### config.mk
export PLATFORM = sky130hd
export DESIGN_NAME = socketless_request_engine
export DESIGN_NICKNAME = d
export VERILOG_FILES = /design/src/design/request_engine_pkg.sv /design/src/design/socketless_request_engine.sv
export SDC_FILE = /design/constraint.sdc
export NUM_CORES = 1
export LEC_CHECK = 0
export BUFFER_PORTS_ARGS = -buffer_cell sky130_fd_sc_hd__buf_2
export CORE_MARGIN = 2
export CORE_UTILIZATION = 45
export CTS_CLUSTER_SIZE = 40
export DETAILED_ROUTE_END_ITERATION = 10
export PLACE_DENSITY = 0.65
export SETUP_SLACK_MARGIN = 0.15
export SLEW_MARGIN = 20
export SYNTH_ARGS = -nofsm -noshare
export SYNTH_HDL_FRONTEND = slang
export SYNTH_SLANG_ARGS = --single-unit
### constraint.sdc
create_clock -name clock_in -period 12.4 [get_ports clock_in]
set_clock_uncertainty 0.2 [all_clocks]
set_input_delay 1.24 -clock clock_in [delete_from_list [all_inputs] [get_ports clock_in]]
set_output_delay 1.24 -clock clock_in [all_outputs]
set_load 0.005 [all_outputs]
### src/design/request_engine_pkg.sv
package request_engine_pkg;

    localparam logic [15:0] ADDR_COMMAND     = 16'h004C;
    localparam logic [15:0] ADDR_INTERVAL_HI = 16'h004D;
    localparam logic [15:0] ADDR_INTERVAL_LO = 16'h004E;
    localparam logic [15:0] ADDR_LIMIT       = 16'h004F;
    localparam logic [15:0] ADDR_PEER_IP     = 16'h0050;
    localparam logic [15:0] ADDR_PEER_HW     = 16'h0054;
    localparam logic [15:0] ADDR_SEQ_HI      = 16'h005A;
    localparam logic [15:0] ADDR_SEQ_LO      = 16'h005B;
    localparam logic [15:0] ADDR_ID_HI       = 16'h005C;
    localparam logic [15:0] ADDR_ID_LO       = 16'h005D;
    localparam logic [15:0] ADDR_MASK        = 16'h005E;
    localparam logic [15:0] ADDR_FLAGS       = 16'h005F;

    localparam int CMD_PING_BIT     = 0;
    localparam int CMD_ARP_BIT      = 1;
    localparam int FLAG_PING_BIT    = 0;
    localparam int FLAG_ARP_BIT     = 1;
    localparam int FLAG_TIMEOUT_BIT = 2;

    localparam logic [1:0]  RESET_COMMAND  = 2'h0;
    localparam logic [15:0] RESET_INTERVAL = 16'h07D0;
    localparam logic [7:0]  RESET_LIMIT    = 8'h00;
    localparam logic [31:0] RESET_PEER_IP  = 32'h00000000;
    localparam logic [47:0] RESET_PEER_HW  = 48'h000000000000;
    localparam logic [15:0] RESET_SEQ      = 16'h0000;
    localparam logic [15:0] RESET_ID       = 16'h0000;
    localparam logic [2:0]  RESET_MASK     = 3'h0;
    localparam logic [2:0]  RESET_FLAGS    = 3'h0;

    // Retry interval unit and the cycle count it takes at 125 MHz
    localparam int RETRY_UNIT_NS      = 100000;
    localparam int CLOCK_PERIOD_NS    = 8;
    localparam int RETRY_UNIT_CYCLES  = RETRY_UNIT_NS / CLOCK_PERIOD_NS;

    typedef enum logic [1:0] {ST_IDLE, ST_SEND, ST_WAIT} engine_state_t;

    typedef struct packed {
        engine_state_t state;
        logic [1:0]    command;
        logic [15:0]   interval;
        logic [7:0]    limit;
        logic [31:0]   peer_ip;
        logic [47:0]   peer_hw;
        logic [15:0]   seq;
        logic [15:0]   ident;
        logic [2:0]    mask;
        logic [2:0]    flags;
        logic [15:0]   tick_cnt;
        logic [15:0]   units;
        logic [7:0]    retries;
        logic          tx_arp;
        logic          tx_ping;
        logic          irq_n;
        logic [7:0]    rdata;
    } engine_regs_t;

endpackage

### src/design/socketless_request_engine.sv
`timescale 1ns/1ps
module socketless_request_engine
    import request_engine_pkg::*;
#(
    parameter int UNIT_CYCLES = RETRY_UNIT_CYCLES
) (
    input  wire logic        clock_in,
    input  wire logic        rst_n_in,
    input  wire logic        ce_in,
    input  wire logic [15:0] reg_addr_in,
    input  wire logic [7:0]  reg_wdata_in,
    input  wire logic        reg_wr_in,
    input  wire logic        reg_rd_in,
    input  wire logic        rx_arp_reply_in,
    input  wire logic [47:0] rx_sender_hw_in,
    input  wire logic        rx_echo_reply_in,
    input  wire logic        pend_timer_zero_in,
    output logic      [7:0]  reg_rdata_out,
    output logic             tx_arp_out,
    output logic             tx_echo_out,
    output logic      [31:0] peer_ip_out,
    output logic      [15:0] echo_seq_out,
    output logic      [15:0] echo_id_out,
    output logic             irq_out_low
);

    localparam engine_regs_t REGS_RESET = '{
        state:    ST_IDLE,
        command:  RESET_COMMAND,
        interval: RESET_INTERVAL,
        limit:    RESET_LIMIT,
        peer_ip:  RESET_PEER_IP,
        peer_hw:  RESET_PEER_HW,
        seq:      RESET_SEQ,
        ident:    RESET_ID,
        mask:     RESET_MASK,
        flags:    RESET_FLAGS,
        tick_cnt: 16'h0000,
        units:    16'h0000,
        retries:  8'h00,
        tx_arp:   1'b0,
        tx_ping:  1'b0,
        irq_n:    1'b1,
        rdata:    8'h00
    };

    logic [1:0]   rst_sync;
    logic         rst_n;
    engine_regs_t s;
    engine_regs_t next_s;
    logic [2:0]   flag_set;
    logic [2:0]   flag_clr;
    logic         unit_tick;
    logic         expire;

    always_ff @(posedge clock_in or negedge rst_n_in) begin
        if (!rst_n_in) begin
            rst_sync <= 2'b00;
        end else begin
            rst_sync <= {rst_sync[0], 1'b1};
        end
    end
    assign rst_n = rst_sync[1];

    assign unit_tick = (s.tick_cnt == 16'(UNIT_CYCLES - 1));
    assign expire    = unit_tick && ((s.units + 16'h0001) >= s.interval);

    always_comb begin
        next_s         = s;
        next_s.tx_arp  = 1'b0;
        next_s.tx_ping = 1'b0;
        flag_set       = 3'h0;
        flag_clr       = 3'h0;

        if (reg_wr_in) begin
            case (reg_addr_in)
                ADDR_COMMAND: begin
                    // One command at a time, only while idle
                    if (s.command == 2'h0 && ^reg_wdata_in[1:0]) begin
                        next_s.command = reg_wdata_in[1:0];
                        next_s.state   = ST_SEND;
                        next_s.retries = 8'h00;
                    end
                end
                ADDR_INTERVAL_HI: next_s.interval[15:8] = reg_wdata_in;
                ADDR_INTERVAL_LO: next_s.interval[7:0]  = reg_wdata_in;
                ADDR_LIMIT:       next_s.limit          = reg_wdata_in;
                ADDR_SEQ_HI:      next_s.seq[15:8]      = reg_wdata_in;
                ADDR_SEQ_LO:      next_s.seq[7:0]       = reg_wdata_in;
                ADDR_ID_HI:       next_s.ident[15:8]    = reg_wdata_in;
                ADDR_ID_LO:       next_s.ident[7:0]     = reg_wdata_in;
                ADDR_MASK:        next_s.mask = reg_wdata_in[2:0];
                ADDR_FLAGS:       flag_clr    = reg_wdata_in[2:0];
                default: begin
                end
            endcase
            for (int i = 0; i < 4; i++) begin
                if (reg_addr_in == ADDR_PEER_IP + 16'(i)) begin
                    next_s.peer_ip[31 - 8 * i -: 8] = reg_wdata_in;
                end
            end
        end

        case (s.state)
            ST_IDLE: begin
                next_s.tick_cnt = 16'h0000;
            end
            ST_SEND: begin
                next_s.tx_arp   = s.command[CMD_ARP_BIT];
                next_s.tx_ping  = s.command[CMD_PING_BIT];
                next_s.tick_cnt = 16'h0000;
                next_s.units    = 16'h0000;
                next_s.state    = ST_WAIT;
            end
            ST_WAIT: begin
                next_s.tick_cnt = unit_tick ? 16'h0000
                                            : s.tick_cnt + 16'h0001;
                if (rx_arp_reply_in && s.command[CMD_ARP_BIT]) begin
                    next_s.peer_hw          = rx_sender_hw_in;
                    flag_set[FLAG_ARP_BIT]  = 1'b1;
                    next_s.command          = 2'h0;
                    next_s.state            = ST_IDLE;
                end else if (rx_echo_reply_in && s.command[CMD_PING_BIT]) begin
                    flag_set[FLAG_PING_BIT] = 1'b1;
                    next_s.command          = 2'h0;
                    next_s.state            = ST_IDLE;
                end else if (expire) begin
                    if (s.retries == s.limit) begin
                        flag_set[FLAG_TIMEOUT_BIT] = 1'b1;
                        next_s.command = 2'h0;
                        next_s.state   = ST_IDLE;
                    end else begin
                        next_s.retries = s.retries + 8'h01;
                        next_s.state   = ST_SEND;
                    end
                end else if (unit_tick) begin
                    next_s.units = s.units + 16'h0001;
                end
            end
            default: begin
                next_s.state = ST_IDLE;
            end
        endcase

        // A flag raised in the clearing cycle survives
        next_s.flags = (s.flags & ~flag_clr) | flag_set;
        next_s.irq_n = !((|(next_s.flags & next_s.mask))
                         && pend_timer_zero_in);

        next_s.rdata = 8'h00;
        if (reg_rd_in) begin
            case (reg_addr_in)
                ADDR_COMMAND:     next_s.rdata = {6'h00, s.command};
                ADDR_INTERVAL_HI: next_s.rdata = s.interval[15:8];
                ADDR_INTERVAL_LO: next_s.rdata = s.interval[7:0];
                ADDR_LIMIT:       next_s.rdata = s.limit;
                ADDR_SEQ_HI:      next_s.rdata = s.seq[15:8];
                ADDR_SEQ_LO:      next_s.rdata = s.seq[7:0];
                ADDR_ID_HI:       next_s.rdata = s.ident[15:8];
                ADDR_ID_LO:       next_s.rdata = s.ident[7:0];
                ADDR_MASK:        next_s.rdata = {5'h00, s.mask};
                ADDR_FLAGS:       next_s.rdata = {5'h00, s.flags};
                default: begin
                end
            endcase
            for (int i = 0; i < 4; i++) begin
                if (reg_addr_in == ADDR_PEER_IP + 16'(i)) begin
                    next_s.rdata = s.peer_ip[31 - 8 * i -: 8];
                end
            end
            for (int i = 0; i < 6; i++) begin
                if (reg_addr_in == ADDR_PEER_HW + 16'(i)) begin
                    next_s.rdata = s.peer_hw[47 - 8 * i -: 8];
                end
            end
        end
    end

    always_ff @(posedge clock_in or negedge rst_n) begin
        if (!rst_n) begin
            s <= REGS_RESET;
        end else if (ce_in) begin
            s <= next_s;
        end
    end

    assign reg_rdata_out = s.rdata;
    assign tx_arp_out    = s.tx_arp;
    assign tx_echo_out   = s.tx_ping;
    assign peer_ip_out   = s.peer_ip;
    assign echo_seq_out  = s.seq;
    assign echo_id_out   = s.ident;
    assign irq_out_low   = s.irq_n;
endmodule

# [After elaboration in Yosys (flattened, before gate mapping)]
# Index checks and enable logic that the tools add are counted.
[word_totals] input_bits=80 register_bits=199
[classes] mux=55 n_addsub=3 eq_ne=28 order_cmp=1 n_reduce_logical=27 bitwise_logic=4
[op_table] op="$eq A16 B7 Y1 const B" n=20
[op_table] op="$mux W8" n=24
[op_table] op="$pmux W8 S10" n=1
[op_table] op="$pmux W16 S2" n=2
[op_table] op="$mux W60" n=1
[op_table] op="$mux W16" n=3
[op_table] op="$mux W24" n=2
[op_table] op="$reduce_and A3 Y1" n=12
[op_table] op="$add A16 B1 Y16 const B" n=2
[op_table] op="$mux W4" n=5
[op_table] op="$eq A16 B14 Y1 const B" n=1
[op_table] op="$ge A16 B16 Y1" n=1
[op_table] op="$mux W3" n=5
[op_table] op="$add A8 B1 Y8 const B" n=1
[op_table] op="$eq A8 B8 Y1" n=1
[op_table] op="$mux W1" n=8
[op_table] op="$ne A2 B2 Y1 const B" n=4
[op_table] op="$and A3 B3 Y3" n=2
[op_table] op="$mux W2" n=3
[op_table] op="$pmux W2 S3" n=1
[op_table] op="$reduce_and A6 Y1" n=1
[op_table] op="$logic_and A1 B1 Y1" n=5
[op_table] op="$logic_not A2 Y1" n=2
[op_table] op="$reduce_bool A2 Y1" n=2
[op_table] op="9 further kinds" n=9

# [Depth between registers and ports, before layout]
[depth] depth_word=13 mapped_depth=16 ltp_nobuf=15

# [Least setup slack after synthesis]
# Ideal clock, no wire load.
[synth_timing] path_type="register to register" start="register s[19] (netlist name)" end="register s[11] (netlist name)" arrival_ps=3363 setup_slack_ps=8712 stages_incl_launch_ff=15 path_buffers=1 path_cell_list="dfrtp_1 ha_1 nand3_1 nor3_1 and3_1 clkbuf_1 nand3_1 xnor2_1 ha_1 nand4_1 nor3_1 a21o_1 nor3b_4 a21oi_1 mux2_2"
[synth_via] elab_chain_cells=7
[synth_rtl] item="start, declared" line="socketless_request_engine.sv:49" source="engine_regs_t s;"
[synth_rtl] item="start signal, assigned" line="socketless_request_engine.sv:183" source="s <= next_s;"
[synth_rtl] item="$add A16 B1 Y16" line="socketless_request_engine.sv:66" source="assign expire = unit_tick && ((s.units + 16'h0001) >= s.interval);"
[synth_rtl] item="$ge A16 B16 Y1" line="socketless_request_engine.sv:66"
[synth_rtl] item="$logic_and A1 B1 Y1" line="socketless_request_engine.sv:66"
[synth_rtl] item="$mux W8" line="socketless_request_engine.sv:127" source="end else if (expire) begin"
[synth_rtl] item="$mux W24" line="socketless_request_engine.sv:123" source="end else if (rx_echo_reply_in && s.command[CMD_PING_BIT]) begin"
[synth_rtl] item="$mux W24" line="socketless_request_engine.sv:118" source="if (rx_arp_reply_in && s.command[CMD_ARP_BIT]) begin"
[synth_rtl] item="$mux W8" line="socketless_request_engine.sv:104" source="case (s.state)"
# No other way between the ends. The select of a mux whose other input is x is not followed.
# A chain may end at the register's enable or synchronous reset.

# [Worst setup path after layout]
[layout_timing] start="register s[19] (netlist name)" end="register s[27] (netlist name)"
[layout_via] elab_chain_cells=6
[layout_rtl] item="$add A16 B1 Y16 *" line="socketless_request_engine.sv:66, socketless_request_engine.sv:137"
[layout_rtl] item="parallel branches: the longest is 5 deep, another holds $ge A16 B16 Y1"
# Mark *: on every way between the ends. The select of a mux whose other input is x is not followed.

==> summary.txt <==
Worst setup path
  • Delay contributed by the slowest stage of the critical path: ~0.6 ns
  • CP cell instances: ha_1 -> nand3_1 -> nor3_1 -> and3_1 -> xor2_1 -> ha_1 -> and2_1 -> a221oi_1 -> o21ai_0 -> a2111o_1 -> o21a_1 -> o21ai_1 -> o31ai_1
  • Category of the most critical setup path: reg -> reg
  • Worst EP required: ~13 ns
  • Critical path's top delay family: compound AO/OA/AOI/OAI gates
  • Type of origin of the critical path: flip-flop
  • Data arrival time at the worst-slack endpoint: 4.44 ns
  • Reg2reg start: s[19]
  • Master of the slowest instance on the critical path: sky130_fd_sc_hd__a2111o_1
  • Critical path peak fanout: 21
  • Bufs and invs on worst path: 0
  • Category of the worst setup path capture point: flip-flop
  • Launch point of the critical path: s[19]
  • Most frequent CP cell: sky130_fd_sc_hd__ha_1

Timing
  • Worst slew margin relative to its limit: 31.8%
  • Endpoints failing hold: 0
  • Final Hold Slack: approximately 0.15 ns
  • Total Negative Setup Slacks: 0 ns
  • Actual transition at the worst max-transition pin: 1.02 ns
  • Total of endpoints with negative setup slack in the final report: 0
  • Fin crit share: about a third
  • Max Transition Viols Final: 0
  • Shortest clock period the worst path allows after layout: 4.34 ns
  • Fmax: 230 MHz
  • RSZ-0062 raised after global routing: false

Yosys
  • Area contributors post-synth: sky130_fd_sc_hd__dfrtp_1 (43%), sky130_fd_sc_hd__mux2_2 (14%), sky130_fd_sc_hd__buf_4 (4.9%), sky130_fd_sc_hd__nand2_1 (3.2%), sky130_fd_sc_hd__o21ai_0 (2.9%)
  • Count of flip-flops with a built-in enable after synthesis: 0
  • Ranking of synthesized cells by instance count: sky130_fd_sc_hd__dfrtp_1 (192), sky130_fd_sc_hd__mux2_2 (136), sky130_fd_sc_hd__nand2_1 (94)
  • Mapped Avg Cell Area: 10.5 um^2
  • Most used standard cell by instance count after synthesis: sky130_fd_sc_hd__dfrtp_1
  • Sequential area share after synthesis: roughly 45%
  • Cell type contributing the most total cell area after synthesis: sky130_fd_sc_hd__dfrtp_1
  • Syn_nets: around 1200
  • Synthesized netlist cell count: approximately 1100
  • Number of synthesized register bits: 199
  • Dominant synthesized flop cell: sky130_fd_sc_hd__dfrtp_1
  • Proportion of netlist area held by the largest area contributor: 43.2%
  • Async set-reset flop share out of synthesis: 100%
  • Count of unique library cells instantiated by Yosys: 81
  • Synthesized area: ~11000 um^2
  • Synth warnings: 0

Outcome
  • Result of the run: complete, no violations

GRT
  • Largest net degree at the start of global routing: 80
  • Met1 usage in global routing: 32.5%
  • Met3 capacity usage during global routing: 4.11%
  • Initial antenna violation count: 1
  • Layer with the highest usage after global routing: met2
  • Met2 usage: 39.8%
  • Total congestion overflow after global routing: 0
  • Global routing usage summed across all routing layers: 24.0%
  • Number of global-route vias before repair: about 8300
  • First-pass GRT wire length: ~48 mm

Pwr
  • P per Cell Area: 105 nW/um^2
  • Portion of total power attributed to combinational logic: 5.4%
  • Lkg Pwr: 5.93 nW
  • Internal Power: ~0.00095 W
  • Sw Ratio: approximately a quarter
  • Relative contribution of sequential cells to total power: between 50% and 60%
  • Clock network fraction of design power: 43.6%
  • Max IR drop VDD: 0.0000772 V
  • Net switching component of the power: around 0.00034 W

Place
  • Count of input and output buffers: roughly 150
  • Gp weighted congestion: 0.887
  • Half-perimeter wire length of the detailed placement result: between 20 and 25 mm

Min path
  • Launch instance of the worst min-delay path: rst_sync[0]
  • Path category of the worst min-delay check: reg -> reg

Clocking
  • CTS Root Buffer Type: sky130_fd_sc_hd__clkbuf_16
  • Clock tree sinks: ~200
  • CTS tree: built
  • CTS Buf Count: 17
  • CTS clk-pin slew, worst paths: 0.07 ns
  • Hold-fix buffers at CTS: 0
  • Post-CTS Resized: 0
  • Deepest clock path buffer count: 2
  • Setup Fix Bufs, Post-CTS: 0
  • Worst-Skew Late Latency: 0.45 ns
  • H-Tree Level Count: 4

Detailed routing
  • Post-route DRC violation count: 0
  • DR WL/cell: around 21 um
  • Initial drt markers: slightly below 800
  • Via-to-Cell Ratio: 5.86
  • Antenna viol nets, final: 0
  • DR vias: 8514
  • Total detailed-routing wirelength: 30.9 mm
  • 1st-pass router iterations: 5

Layout
  • Share of layout cells above drive strength 1: 33.1%
  • Final nets: 1215
  • Final cell utilization of the core: 50.2%
  • Layout overhead on the synthesized area: 9.81%

Die
  • Core Region: 24300 um^2
  • Starting density of the core: 45.7%
  • Area of the die: 26000 um^2
  • Die span in y: 161 um
  • Die width: 161 um
  • I/O pins: 155
  • Num rows: 57

Run
  • Max-cap violation count: 0
worst register-to-register path, delay by kind of cell (launching register included):
family	cells	cell delay (ns)
AO/OA/AOI/OAI	6	1.79
adder cells (fa/ha/maj)	2	0.52
XOR/XNOR	1	0.21
flip-flops	1	0.43
AND/OR/NAND/NOR	4	1.06
per-stage QoR:
stage	area [um^2]	setup slack, ns	power, W	std cells
4_1_cts	12200	8.03	0.00129	1452
6_report	12200	8.06	0.00128	1454
5_1_grt	12200	7.60	0.00133	1453
3_3_place_gp	11600	7.91	0.000735	1420
3_5_place_dp	11600	7.77	0.000736	1420
2_1_floorplan	11100	6.26	0.000704	1062
metal layers:
layer  vias up  wire length (um)
met4         0               750
met1      4230             13300
met3        47              1690
li1       3892                 -
met2       345             15200
met5         -                 0
power groups by stage:
stage	Combinational (W)	Clock, W	Sequential, W
floorplan	0.0000302	0	0.000674
global placement	0.0000671	0	0.000668
CTS	0.0000676	0.000568	0.000655
detailed placement	0.0000674	0	0.000668
global route	0.0000746	0.000597	0.000656
finish	0.0000686	0.000559	0.000655
area by class of cell:
type / instances / area, um^2
fill: 2241 / 12100
multi-input combinational: 711 / 5270
sequential: 199 / 4990
timing repair buffer: 162 / 843
clock buffer: 18 / 439
tap: 324 / 405
clock inverter: 14 / 155
inverter: 25 / 93.8
antenna: 1 / 2.50
registers in the layout, summed over array words and instances, names as in the netlist:
signal	count
echo_id_out	16
echo_seq_out	16
irq_out_low	1
peer_ip_out	32
reg_rdata_out	8
rst_sync	2
s	122
tx_arp_out	1
tx_echo_out	1
cells in the final DEF (no fill, tap or decap), types with 11 or more instances in the layout:
master                      instances
sky130_fd_sc_hd__dfrtp_1          191
sky130_fd_sc_hd__buf_2            154
sky130_fd_sc_hd__mux2_2           136
sky130_fd_sc_hd__nand2_1           94
sky130_fd_sc_hd__o21ai_0           64
sky130_fd_sc_hd__nor2_1            48
sky130_fd_sc_hd__nand3_1           33
sky130_fd_sc_hd__a21oi_1           32
sky130_fd_sc_hd__inv_1             23
sky130_fd_sc_hd__ha_1              19
sky130_fd_sc_hd__nand4_1           17
sky130_fd_sc_hd__clkbuf_16         17
sky130_fd_sc_hd__nor3_1            16
sky130_fd_sc_hd__mux2i_1           16
sky130_fd_sc_hd__and3_1            15
sky130_fd_sc_hd__a22oi_1           14
sky130_fd_sc_hd__xor2_1            13
sky130_fd_sc_hd__xnor2_1           13
sky130_fd_sc_hd__o31ai_1           13
sky130_fd_sc_hd__nand2b_1          12
sky130_fd_sc_hd__o21ai_1           11
final timing paths:
check	to	slack, ns	depth (start not counted)
min reg2reg	rst_sync[1]	0.15	0
max in group asynchronous	s[112]	10.48	1
min in group asynchronous	s[35]	0.17	0
max reg2reg	s[27]	8.06	13
max	s[27]	8.06	13
min	rst_sync[1]	0.15	0
logic make-up after synthesis:
| group | count (synthesis) | share of synthesized area [%] |
|---|---|---|
| and+or+nand+nor | 293 | 14.0 |
| xor gates and xnor gates | 26 | 2.05 |
| adders and majority gates | 19 | 2.14 |
| AOI/OAI and AO/OA | 215 | 12.9 |
| muxes | 157 | 16.2 |
| buffers and inverters | 152 | 7.75 |
| DFF | 199 | 44.9 |
| other | 1 | 0.0337 |
(Power assumes the default switching activity.)
